**config.mk**
```make
export PLATFORM = sky130hd
export DESIGN_NAME = pmic_event_irq
export DESIGN_NICKNAME = d
export VERILOG_FILES = /design/src/rtl/pmic_event_pkg.sv /design/src/rtl/event_bank.sv /design/src/rtl/irq_sticky.sv /design/src/rtl/pmic_event_irq.sv
export SDC_FILE = /design/constraint.sdc
export NUM_CORES = 1
export LEC_CHECK = 0
export BUFFER_PORTS_ARGS = -buffer_cell sky130_fd_sc_hd__buf_2
export CAP_MARGIN = 10
export CORE_ASPECT_RATIO = 0.9
export CORE_MARGIN = 2
export CORE_UTILIZATION = 59
export CTS_BUF_LIST = sky130_fd_sc_hd__clkbuf_2
export CTS_CLUSTER_SIZE = 24
export DETAILED_ROUTE_END_ITERATION = 8
export PLACE_DENSITY = 0.95
export SKIP_LAST_GASP = 1
export SLEW_MARGIN = 10
export SYNTH_ARGS = -nofsm -noshare
export SYNTH_HDL_FRONTEND = slang
export SYNTH_HIERARCHICAL = 1
export SYNTH_SLANG_ARGS = --single-unit
```
**constraint.sdc**
```tcl
create_clock -name clk_i -period 4.9 [get_ports clk_i]
set_clock_uncertainty 0.15 [all_clocks]
set_input_delay 0.735 -clock clk_i [delete_from_list [all_inputs] [get_ports clk_i]]
set_output_delay 0.735 -clock clk_i [all_outputs]
set_load 0.005 [all_outputs]
```
**src/rtl/pmic_event_pkg.sv**
```systemverilog
// pmic_event_pkg: constants, types and register map of the event logic
// assumes byte addressed classic wishbone, one 8-bit register per word
package pmic_event_pkg;

  // ****************************************************************
  // widths
  // ****************************************************************
  localparam int NUM_BANKS = 5;
  localparam int DATA_W = 32;
  localparam int ADR_W = 8;
  localparam int REG_W = 8;
  localparam int IDX_W = 6;
  localparam int IRQ_W = 3;

  // ****************************************************************
  // register indices, byte address is four times the index
  // ****************************************************************
  localparam logic [NUM_BANKS-1:0][IDX_W-1:0] IDX_STATUS =
    {6'h33, 6'h0B, 6'h0A, 6'h09, 6'h08};
  localparam logic [IDX_W-1:0] IDX_CLEAR_BASE = 6'h10;
  localparam logic [IDX_W-1:0] IDX_MASK_BASE = 6'h15;
  localparam logic [IDX_W-1:0] IDX_CFG = 6'h1B;
  localparam logic [IDX_W-1:0] IDX_MODE = 6'h2F;
  localparam logic [IDX_W-1:0] IDX_IRQ_STAT = 6'h3C;
  localparam logic [IDX_W-1:0] IDX_IRQ_MASK = 6'h3D;

  // ****************************************************************
  // bit classes per bank, bank 0 is status 0x08 ... bank 4 is 0x33
  // ****************************************************************
  localparam logic [NUM_BANKS-1:0][REG_W-1:0] IMPL_BITS =
    {8'h04, 8'hBB, 8'hBC, 8'hAB, 8'h6D};
  localparam logic [NUM_BANKS-1:0][REG_W-1:0] NOCLR_BITS =
    {8'h00, 8'h00, 8'h00, 8'h00, 8'h40};
  localparam logic [NUM_BANKS-1:0][REG_W-1:0] OFF_BITS =
    {8'h00, 8'h0B, 8'hB0, 8'h00, 8'h41};
  localparam logic [NUM_BANKS-1:0][REG_W-1:0] PGOOD_BITS =
    {8'h04, 8'h00, 8'h00, 8'h20, 8'h2C};
  localparam int CRIT_BIT = 6;
  localparam int CFG_IRQ_EN_BIT = 3;

  // ****************************************************************
  // reset values and interrupt bits
  // ****************************************************************
  localparam logic [REG_W-1:0] CFG_RESET = 8'h00;
  localparam logic [REG_W-1:0] MASK_RESET = 8'h00;
  localparam int IRQ_NEW_EVENT = 0;
  localparam int IRQ_OFF = 1;
  localparam int IRQ_PG_LOST = 2;

  // ****************************************************************
  // types
  // ****************************************************************
  typedef enum logic [1:0] {
    PG_MODE_HOLD = 2'h0,
    PG_MODE_REL_A = 2'h1,
    PG_MODE_REL_B = 2'h2,
    PG_MODE_SPARE = 2'h3
  } pg_mode_t;

  typedef enum logic [1:0] {
    ST_IDLE = 2'b01,
    ST_ACK = 2'b10
  } wb_state_t;

  typedef struct packed {
    logic [REG_W-1:0] st33;
    logic [REG_W-1:0] st0b;
    logic [REG_W-1:0] st0a;
    logic [REG_W-1:0] st09;
    logic [REG_W-1:0] st08;
  } event_vec_t;

endpackage

```
**src/rtl/event_bank.sv**
```systemverilog
// event_bank: one 8-bit sticky status register with clear on write one
// assumes event levels and clear pulses synchronous to clk_i
`timescale 1ns/100ps
module event_bank
  import pmic_event_pkg::*;
#(
  parameter logic [REG_W-1:0] IMPL = 8'hFF,
  parameter logic [REG_W-1:0] NOCLR = 8'h00
) (
  input wire logic clk_i,
  input wire logic rst_i,
  input wire logic [REG_W-1:0] event_i,
  input wire logic [REG_W-1:0] clear_i,
  output logic [REG_W-1:0] status_o
);

  logic [REG_W-1:0] drop;

  // clear only where the event is gone; a live event always wins
  assign drop = clear_i & ~event_i & ~NOCLR;

  always_ff @(posedge clk_i) begin
    if (rst_i) begin
      status_o <= '0;
    end else begin
      status_o <= ((status_o & ~drop) | event_i) & IMPL;
    end
  end

endmodule // event_bank

```
**src/rtl/irq_sticky.sv**
```systemverilog
// irq_sticky: sticky interrupt status, mask and level interrupt output
// assumes event pulses and write strobes synchronous to clk_i
`timescale 1ns/100ps
module irq_sticky
  import pmic_event_pkg::*;
(
  input wire logic clk_i,
  input wire logic rst_i,
  input wire logic [IRQ_W-1:0] event_i,
  input wire logic [IRQ_W-1:0] w1c_i,
  input wire logic mask_wr_i,
  input wire logic [IRQ_W-1:0] mask_d_i,
  output logic [IRQ_W-1:0] status_o,
  output logic [IRQ_W-1:0] mask_o,
  output logic irq_o
);

  logic [IRQ_W-1:0] next_status;

  // set wins over a same-cycle clear
  assign next_status = (status_o & ~w1c_i) | event_i;

  always_ff @(posedge clk_i) begin
    if (rst_i) begin
      status_o <= '0;
      irq_o <= 1'b0;
    end else begin
      status_o <= next_status;
      irq_o <= |(next_status & mask_o);
    end
  end

  always_ff @(posedge clk_i) begin
    if (rst_i) begin
      mask_o <= '0;
    end else if (mask_wr_i) begin
      mask_o <= mask_d_i;
    end
  end

endmodule // irq_sticky

```
**src/rtl/pmic_event_irq.sv**
```systemverilog
// pmic_event_irq: event latch, clear, mask, interrupt and power-ok logic
// assumes a classic wishbone master and event levels on clk_i
//
// The Wishbone interface to the registers and the register addresses were decided locally.
`timescale 1ns/100ps
module pmic_event_irq
  import pmic_event_pkg::*;
(
  input wire logic clk_i,
  input wire logic rst_i,
  input wire logic wb_cyc_i,
  input wire logic wb_stb_i,
  input wire logic wb_we_i,
  input wire logic [ADR_W-1:0] wb_adr_i,
  input wire logic [3:0] wb_sel_i,
  input wire logic [DATA_W-1:0] wb_dat_i,
  output logic wb_ack_o,
  output logic [DATA_W-1:0] wb_dat_o,
  input wire event_vec_t events_i,
  output logic general_status_irq_n_o,
  output logic general_status_irq_n_oe_o,
  output logic power_ok_out_o,
  output logic regulator_off_request_o,
  output logic irq_o
);

  // ****************************************************************
  // declarations
  // ****************************************************************
  wb_state_t state;
  logic [NUM_BANKS-1:0][REG_W-1:0] ev;
  logic [NUM_BANKS-1:0][REG_W-1:0] status;
  logic [NUM_BANKS-1:0][REG_W-1:0] mask;
  logic [NUM_BANKS-1:0][REG_W-1:0] clr_pulse;
  logic [NUM_BANKS-1:0][REG_W-1:0] clr_gone;
  logic [NUM_BANKS-1:0][REG_W-1:0] clr_held;
  logic [REG_W-1:0] cfg;
  pg_mode_t mode;
  logic [IDX_W-1:0] idx;
  logic [REG_W-1:0] wbyte;
  logic [REG_W-1:0] rd_byte;
  logic wr_fire;
  logic gsi_req;
  logic pg_unm;
  logic pg_masked;
  logic crit_hold;
  logic mode_release;
  logic pg_req;
  logic next_off;
  logic [IRQ_W-1:0] irq_ev;
  logic [IRQ_W-1:0] irq_w1c;
  logic [IRQ_W-1:0] irq_stat;
  logic [IRQ_W-1:0] irq_mask;
  logic irq_mask_wr;

  // ****************************************************************
  // decode helpers
  // ****************************************************************
  function automatic logic idx_hit(input logic [IDX_W-1:0] i,
                                   input logic [IDX_W-1:0] base,
                                   input int b);
    return i == (base + IDX_W'(b));
  endfunction

  assign idx = wb_adr_i[ADR_W-1:2];
  assign wbyte = wb_dat_i[REG_W-1:0];
  assign ev = events_i & IMPL_BITS;
  // a write takes effect at the edge where the master samples ack
  assign wr_fire = (state == ST_ACK) && wb_cyc_i && wb_stb_i && wb_we_i &&
                   wb_sel_i[0];

  // ****************************************************************
  // wishbone slave
  // ****************************************************************
  always_ff @(posedge clk_i) begin
    if (rst_i) begin
      state <= ST_IDLE;
      wb_ack_o <= 1'b0;
      wb_dat_o <= '0;
    end else begin
      case (state)
        ST_IDLE: begin
          if (wb_cyc_i && wb_stb_i) begin
            state <= ST_ACK;
            wb_ack_o <= 1'b1;
            wb_dat_o <= {{(DATA_W-REG_W){1'b0}}, rd_byte};
          end
        end
        ST_ACK: begin
          state <= ST_IDLE;
          wb_ack_o <= 1'b0;
        end
        default: begin
          state <= ST_IDLE;
          wb_ack_o <= 1'b0;
        end
      endcase
    end
  end

  // read mux; clear registers and unmapped words read zero
  always_comb begin
    rd_byte = '0;
    for (int b = 0; b < NUM_BANKS; b++) begin
      if (idx == IDX_STATUS[b]) begin
        rd_byte = status[b];
      end
      if (idx_hit(idx, IDX_MASK_BASE, b)) begin
        rd_byte = mask[b];
      end
    end
    if (idx == IDX_CFG) begin
      rd_byte = cfg;
    end
    if (idx == IDX_MODE) begin
      rd_byte = {{(REG_W-2){1'b0}}, mode};
    end
    if (idx == IDX_IRQ_STAT) begin
      rd_byte = {{(REG_W-IRQ_W){1'b0}}, irq_stat};
    end
    if (idx == IDX_IRQ_MASK) begin
      rd_byte = {{(REG_W-IRQ_W){1'b0}}, irq_mask};
    end
  end

  // ****************************************************************
  // clear strobes and status banks
  // ****************************************************************
  always_comb begin
    for (int b = 0; b < NUM_BANKS; b++) begin
      clr_pulse[b] = '0;
      if (wr_fire && idx_hit(idx, IDX_CLEAR_BASE, b)) begin
        clr_pulse[b] = wbyte;
      end
    end
  end

  assign clr_gone = clr_pulse & ~ev & ~NOCLR_BITS;
  assign clr_held = clr_pulse & ev;

  for (genvar g = 0; g < NUM_BANKS; g++) begin : g_bank
    event_bank #(
      .IMPL(IMPL_BITS[g]),
      .NOCLR(NOCLR_BITS[g])
    ) u_bank (
      .clk_i(clk_i),
      .rst_i(rst_i),
      .event_i(ev[g]),
      .clear_i(clr_pulse[g]),
      .status_o(status[g])
    );
  end

  // ****************************************************************
  // configuration registers
  // ****************************************************************
  always_ff @(posedge clk_i) begin
    if (rst_i) begin
      for (int b = 0; b < NUM_BANKS; b++) begin
        mask[b] <= MASK_RESET;
      end
    end else begin
      for (int b = 0; b < NUM_BANKS; b++) begin
        if (wr_fire && idx_hit(idx, IDX_MASK_BASE, b)) begin
          // critical temperature has no mask bit
          mask[b] <= wbyte & IMPL_BITS[b] & ~NOCLR_BITS[b];
        end
      end
    end
  end

  always_ff @(posedge clk_i) begin
    if (rst_i) begin
      cfg <= CFG_RESET;
    end else if (wr_fire && idx == IDX_CFG) begin
      cfg <= wbyte;
    end
  end

  always_ff @(posedge clk_i) begin
    if (rst_i) begin
      mode <= PG_MODE_HOLD;
    end else if (wr_fire && idx == IDX_MODE) begin
      mode <= pg_mode_t'(wbyte[1:0]);
    end
  end

  // ****************************************************************
  // output requests
  // ****************************************************************
  // masks gate outputs only; status and off request ignore them
  assign gsi_req = |(status & ~mask);
  assign pg_unm = |(status & PGOOD_BITS & ~mask);
  assign pg_masked = |(status & PGOOD_BITS & mask);
  assign crit_hold = |(status & NOCLR_BITS);
  assign mode_release = (mode == PG_MODE_REL_A) || (mode == PG_MODE_REL_B);
  // only off-class events raise the off request
  assign next_off = regulator_off_request_o | (|(ev & OFF_BITS));
  assign pg_req = regulator_off_request_o | pg_unm | crit_hold |
                  (pg_masked && !mode_release);

  always_ff @(posedge clk_i) begin
    if (rst_i) begin
      regulator_off_request_o <= 1'b0;
    end else begin
      // held until power cycle; never cleared by software
      regulator_off_request_o <= next_off;
    end
  end

  always_ff @(posedge clk_i) begin
    if (rst_i) begin
      general_status_irq_n_oe_o <= 1'b0;
      power_ok_out_o <= 1'b0;
    end else begin
      general_status_irq_n_oe_o <= cfg[CFG_IRQ_EN_BIT] && gsi_req;
      power_ok_out_o <= !pg_req;
    end
  end

  // open drain: only ever pulls low
  assign general_status_irq_n_o = 1'b0;

  // ****************************************************************
  // interrupt to local processor
  // ****************************************************************
  assign irq_ev[IRQ_NEW_EVENT] = |(ev & ~status);
  assign irq_ev[IRQ_OFF] = next_off && !regulator_off_request_o;
  assign irq_ev[IRQ_PG_LOST] = power_ok_out_o && pg_req;
  assign irq_w1c = (wr_fire && idx == IDX_IRQ_STAT) ? wbyte[IRQ_W-1:0] : '0;
  assign irq_mask_wr = wr_fire && (idx == IDX_IRQ_MASK);

  irq_sticky u_irq (
    .clk_i(clk_i),
    .rst_i(rst_i),
    .event_i(irq_ev),
    .w1c_i(irq_w1c),
    .mask_wr_i(irq_mask_wr),
    .mask_d_i(wbyte[IRQ_W-1:0]),
    .status_o(irq_stat),
    .mask_o(irq_mask),
    .irq_o(irq_o)
  );
endmodule // pmic_event_irq

```
[Yosys cells after proc, flatten, opt, wreduce, memory -nomap -nowiden]
Cells that the tools add are included.
Word-level totals
  flip-flop bits (word level): 82
  input bits: 89
  output and inout port bits: 38
  logic and storage cells: 142
Cells by class
  equality and inequality tests: 23
  multiplexer cells: 20
  bitwise gates (word level): 40
  reduce and logical (&&, ||, !) cells: 35
Operators by type and width (count)
  $reduce_or 40->1: 4
  $mux 8: 16
  $and 35x40->40: 3
  $not 35->40: 2
  $eq 6x5->1 const B: 11
  $and 8x8->8: 6
  $not 8->8: 6
  $and 35x35->35: 1
  $eq 6x4->1 const B: 4
  $eq 6x6->1 const B: 4
  $or 8x8->8: 3
  $logic_and 1x1->1: 23
  $and 3x3->3: 4
  $not 3->3: 3
  $reduce_or 8->1: 1
  $and 7x7->7: 1
  $mux 7: 1
  $not 6->7: 1
  $or 7x7->7: 1
  $and 6x6->6: 1
  $mux 3: 2
  $mux 6: 1
  $not 6->6: 1
  $or 3x3->3: 2
  other kinds (9): 16

[Logic depth before layout (Yosys ltp)]
  depth in word-level cells: 15
  mapped depth: 7
  mapped depth without buffers: 7

[Modules after synthesis]
The synthesis kept the hierarchy.
By module, submodules not included
  pmic_event_irq: times used 1, cells an instance 423, area each 3435.8 sq um, sequential area each 880.8 sq um
  event_bank at g_bank[1].u_bank ...: times used 2, cells an instance 24, area each 201.4 sq um, sequential area each 100.1 sq um
  event_bank at g_bank[3].u_bank: times used 1, cells an instance 27, area each 274.0 sq um, sequential area each 120.1 sq um
  irq_sticky: times used 1, cells an instance 22, area each 246.5 sq um, sequential area each 140.1 sq um
  event_bank at g_bank[0].u_bank: times used 1, cells an instance 23, area each 193.9 sq um, sequential area each 100.1 sq um
  event_bank at g_bank[4].u_bank: times used 1, cells an instance 12, area each 95.1 sq um, sequential area each 20.0 sq um

[Least setup slack after synthesis]
No wires, ideal clock.
  path kind: in2reg
  from: in events_i[27] (netlist bit)
  to: reg u_irq.irq_o
  setup time: 0.122 ns
  arrival time: 2.146 ns
  data required time: 4.628 ns
  setup slack: 2.482 ns
  stages on the path: 6
  path buffers: 0
  cells stage by stage: a22o_1 -> a221oi_1 -> nand4_1 -> or4_1 -> o21a_1 -> a221o_1
Between the ends
  elaborated cells on any way between the ends: 8
  those cells by class: 4 x bitwise; 4 x reduce/logical
RTL lines
  from (decl): line pmic_event_irq.sv:19  | input wire event_vec_t events_i,
  $and 35x40->40: line pmic_event_irq.sv:227  | assign irq_ev[IRQ_NEW_EVENT] = |(ev & ~status);
  $reduce_or 40->1: line pmic_event_irq.sv:227
  net irq_ev[0]: line pmic_event_irq.sv:50  | logic [IRQ_W-1:0] irq_ev;
  $or 3x3->3: line irq_sticky.sv:21  | assign next_status = (status_o & ~w1c_i) | event_i;
  $and 3x3->3: line irq_sticky.sv:29  | irq_o <= |(next_status & mask_o);
  $reduce_or 3->1: line irq_sticky.sv:29
  to (signal assigned): line irq_sticky.sv:29
  to (decl): line irq_sticky.sv:15  | output logic irq_o
The timed path passes the listed nets, and every way through them passes these cells.
A chain may end at the register's enable or synchronous reset.

[Final worst setup path]
  from: in wb_adr_i[3]
  to: reg wb_dat_o[4]
Between the ends
  word-level cells in the longest chain between the ends: 14
  elaborated cells on any way between the ends: 26
  those cells by class: 13 x eq/ne; 13 x mux
Ends and longest elaborated chain
  from (decl): line pmic_event_irq.sv:14  | input wire logic [ADR_W-1:0] wb_adr_i,
  $eq 6x5->1: line pmic_event_irq.sv:62  | return i == (base + IDX_W'(b));
  $mux 8: line pmic_event_irq.sv:108  | if (idx_hit(idx, IDX_MASK_BASE, b)) begin
  $mux 8: line pmic_event_irq.sv:105  | if (idx == IDX_STATUS[b]) begin
  $mux 8: line pmic_event_irq.sv:108
  $mux 8: line pmic_event_irq.sv:105
  $mux 8: line pmic_event_irq.sv:108
  $mux 8: line pmic_event_irq.sv:105
  $mux 8: line pmic_event_irq.sv:108
  $mux 8: line pmic_event_irq.sv:105
  $mux 8: line pmic_event_irq.sv:108
  $mux 8: line pmic_event_irq.sv:112  | if (idx == IDX_CFG) begin
  $mux 8: line pmic_event_irq.sv:115  | if (idx == IDX_MODE) begin
  $mux 8: line pmic_event_irq.sv:118  | if (idx == IDX_IRQ_STAT) begin
  $mux 8 (*): line pmic_event_irq.sv:121  | if (idx == IDX_IRQ_MASK) begin
  to (signal assigned): line pmic_event_irq.sv:86  | wb_dat_o <= {{(DATA_W-REG_W){1'b0}}, rd_byte};
  to (decl): line pmic_event_irq.sv:18  | output logic [DATA_W-1:0] wb_dat_o,
Mark *: on every way between the ends. The rest lies on a longest branch, timed or not.

==> flow_results.xml <==
<?xml version="1.0" encoding="UTF-8"?>
<metrics>
  <group name="run_status">
    <metric name="result_of_the_run" unit="">complete, no violations</metric>
  </group>
  <group name="placed_design">
    <metric name="globalplace.congestion" unit="">1.02</metric>
    <metric name="placedCellCount" unit="">656</metric>
    <metric name="portbufs" unit="">54</metric>
    <metric name="hpwlAfterDp" unit="um">9630</metric>
    <metric name="place_ws" unit="ns">1.92</metric>
  </group>
  <group name="sta">
    <metric name="timing_hold_violations_final" unit="">0</metric>
    <metric name="setup-tns-final" unit="ns">0</metric>
    <metric name="period_share" unit="">0.519</metric>
    <metric name="timing_worst_slew_pin_value" unit="ns">0.624</metric>
    <metric name="rsz0062_at_grt" unit="">false</metric>
    <metric name="slew_headroom" unit="">0.581</metric>
    <metric name="whs" unit="ns">0.273</metric>
    <metric name="max_freq" unit="GHz">0.393</metric>
    <metric name="fin_ws" unit="ns">2.36</metric>
    <metric name="final-max-slew-violation-count" unit="">0</metric>
    <metric name="finalSetupViolCount" unit="">0</metric>
    <metric name="post-route-min-period" unit="ns">2.54</metric>
  </group>
  <group name="cts">
    <metric name="tritoncts" unit="">yes</metric>
    <metric name="h-tree-depth" unit="">3</metric>
    <metric name="clkTransAtPathRegs" unit="ns">0.21</metric>
    <metric name="ctsRootBufferMaster" unit="">sky130_fd_sc_hd__clkbuf_2</metric>
    <metric name="ctsLongestPathBuffers" unit="">2</metric>
    <metric name="cts_resized" unit="">0</metric>
    <metric name="number_of_sinks_on_the_clock_net" unit="">73</metric>
    <metric name="numCtsBuffers" unit="">9</metric>
    <metric name="cts_setup_buffers" unit="">0</metric>
    <metric name="hold_buffers" unit="">0</metric>
    <metric name="insertion_delay" unit="ns">0.53</metric>
  </group>
  <group name="power_and_ir_drop">
    <metric name="cellInternalPower" unit="uW">785</metric>
    <metric name="switching_share" unit="">0.304</metric>
    <metric name="clk_pwr_share" unit="">0.291</metric>
    <metric name="comb_power_share" unit="">0.148</metric>
    <metric name="seq_power_share" unit="">0.561</metric>
    <metric name="powerDensity" unit="mW/mm^2">239</metric>
    <metric name="switchingPower" unit="uW">342</metric>
    <metric name="cellLeakagePower" unit="uW">0.00198</metric>
    <metric name="peakVddDrop" unit="mV">0.133</metric>
    <metric name="design_power_total" unit="uW">1130</metric>
  </group>
  <group name="route">
    <metric name="route.antenna.remaining_nets" unit="">0</metric>
    <metric name="vias" unit="">4197</metric>
    <metric name="drcViolationCount" unit="">0</metric>
    <metric name="drtPass1Iterations" unit="">6</metric>
    <metric name="wl_per_cell" unit="um">19.4</metric>
    <metric name="totalWireLength" unit="um">13000</metric>
    <metric name="viasPerCell" unit="">6.26</metric>
    <metric name="iteration_0_drc_markers" unit="">455</metric>
  </group>
  <group name="global_route">
    <metric name="wire_length_of_the_first_global_routing_pass" unit="um">20300</metric>
    <metric name="grt_remaining_overflow" unit="">0</metric>
    <metric name="grt_max_degree" unit="">51</metric>
    <metric name="antenna_found_initial" unit="">0</metric>
    <metric name="vias_in_the_first_global_route" unit="">3914</metric>
    <metric name="use_met2" unit="">0.478</metric>
    <metric name="global_route.usage.met1" unit="">0.439</metric>
    <metric name="grtUsageMet3" unit="">0.0961</metric>
    <metric name="layer_carrying_the_most_global_route_usage" unit="">met2</metric>
    <metric name="gr-usage-all-layers" unit="">0.323</metric>
  </group>
  <group name="final_layout">
    <metric name="footprint_of_the_multi_input_gates" unit="sq mm">0.00256</metric>
    <metric name="mostFrequentLayoutCell" unit="">sky130_fd_sc_hd__dfxtp_1</metric>
    <metric name="most_frequent_cells_in_the_layout" unit="">73 x sky130_fd_sc_hd__dfxtp_1, 58 x sky130_fd_sc_hd__nor2_1, 54 x sky130_fd_sc_hd__buf_2</metric>
    <metric name="layout.nets" unit="">660</metric>
    <metric name="num-fill-cells" unit="">686</metric>
    <metric name="layout-area-overhead-vs-synth" unit="%">4.17</metric>
    <metric name="num_antenna_cells" unit="">0</metric>
    <metric name="ff_latch_area" unit="sq mm">0.00146</metric>
    <metric name="post_layout_nonfiller_instances" unit="">670</metric>
    <metric name="post_route_cells_drive_above_1_share" unit="">0.171</metric>
  </group>
  <group name="setup_path">
    <metric name="critPathLaunchType" unit="">input port</metric>
    <metric name="crit_family" unit="">simple AND/OR/NAND/NOR gates</metric>
    <metric name="timing.critical_path.slowest_cell_delay" unit="ns">0.49</metric>
    <metric name="cell_breakdown_of_the_critical_path" unit="">buf_2, nand2_1, mux2_2, o21a_1, and3_1, a221o_1</metric>
    <metric name="worst-endpoint-required" unit="ns">5.16</metric>
    <metric name="path_class" unit="">input port to register</metric>
    <metric name="cp_slowest_cell" unit="">sky130_fd_sc_hd__nand2_1</metric>
    <metric name="worst-path-buf-inv" unit="">1</metric>
    <metric name="arrival" unit="ns">2.81</metric>
    <metric name="crit_path_max_fanout" unit="">27</metric>
    <metric name="setup.worst_path.end_class" unit="">register</metric>
  </group>
  <group name="die">
    <metric name="die_height" unit="um">87.1</metric>
    <metric name="core_area" unit="sq mm">0.00751</metric>
    <metric name="floorplan.die_area" unit="sq mm">0.00839</metric>
    <metric name="die_x" unit="um">96.4</metric>
    <metric name="number_of_placement_rows" unit="">30</metric>
    <metric name="num_io_pins" unit="">127</metric>
    <metric name="floorplan.initialDensity" unit="">0.603</metric>
  </group>
  <group name="synth">
    <metric name="syn-mean-instance-area" unit="sq um">8.45</metric>
    <metric name="netlist_area" unit="sq mm">0.00453</metric>
    <metric name="postSynthCellCount" unit="">536</metric>
    <metric name="synth.yosys.warnings" unit="">6</metric>
  </group>
  <group name="job">
    <metric name="cap_violations" unit="">0</metric>
  </group>
  <group name="hold_path">
    <metric name="hp-class" unit="">input port to register</metric>
  </group>
</metrics>
## worst register-to-register path, cell delays in order, from the launching register on
cell and delay, ns:
sky130_fd_sc_hd__dfxtp_1 0.51, sky130_fd_sc_hd__inv_1 0.08, sky130_fd_sc_hd__a22o_1 0.20, sky130_fd_sc_hd__a221oi_1 0.29
sky130_fd_sc_hd__nand4_1 0.11, sky130_fd_sc_hd__or4_1 0.50, sky130_fd_sc_hd__o21a_1 0.24, sky130_fd_sc_hd__a221o_1 0.34
## power by group through the flow
stage / Sequential, uW / Clock, uW / Combinational [uW]
2_1_floorplan: 637 / 0 / 129
3_3_place_gp: 642 / 0 / 157
3_5_place_dp: 643 / 0 / 160
4_1_cts: 631 / 336 / 160
5_1_grt: 634 / 363 / 181
6_report: 632 / 328 / 167
## through the flow
stage,cell area [sq um],util
after floorplan,4670,-
after CTS,4720,0.629
after global routing,4720,0.629
after global placement,4610,0.615
final,4720,0.629
after detailed placement,4610,0.615
## sequential cells by signal, summed over array words and instances (netlist names)
register,flops
mask,21
g_bank.u_bank/status_o,22
u_irq/irq_o,1
u_irq/mask_o,3
state,1
mode,2
wb_dat_o,8
cfg,8
general_status_irq_n_oe_o,1
wb_ack_o,1
power_ok_out_o,1
regulator_off_request_o,1
u_irq/status_o,3
## layout make-up
cell class,instances,share of cell area
Clock inverter,5,0.0125
Tap cell,96,0.0255
Sequential cell,73,0.310
Inverter,49,0.0390
Multi-Input combinational cell,382,0.543
Clock buffer,9,0.00955
Timing Repair Buffer,56,0.0605
## metal layers
metal | wire length [um] | vias up
met2 | 5700 | 297
met4 | 442 | 0
met5 | 0 | -
li1 | - | 1882
met3 | 1560 | 39
met1 | 5280 | 1979
## final timing paths
check / startpoint / end / slack [ns] / depth (start not counted)
worst min register to register: wb_dat_o[2]$_SDFFE_PP0P_ / wb_dat_o[2]$_SDFFE_PP0P_ / 0.32 / 2
worst max-delay path: wb_adr_i[3] / wb_dat_o[4]$_SDFFE_PP0P_ / 2.36 / 6
worst max register to register: g_bank[3].u_bank/status_o[5]$_SDFF_PP0_ / u_irq/irq_o$_SDFF_PP0_ / 2.42 / 7
worst min-delay path: events_i[15] / g_bank[1].u_bank/status_o[7]$_SDFF_PP0_ / 0.27 / 3
(Power assumes the default switching activity.)
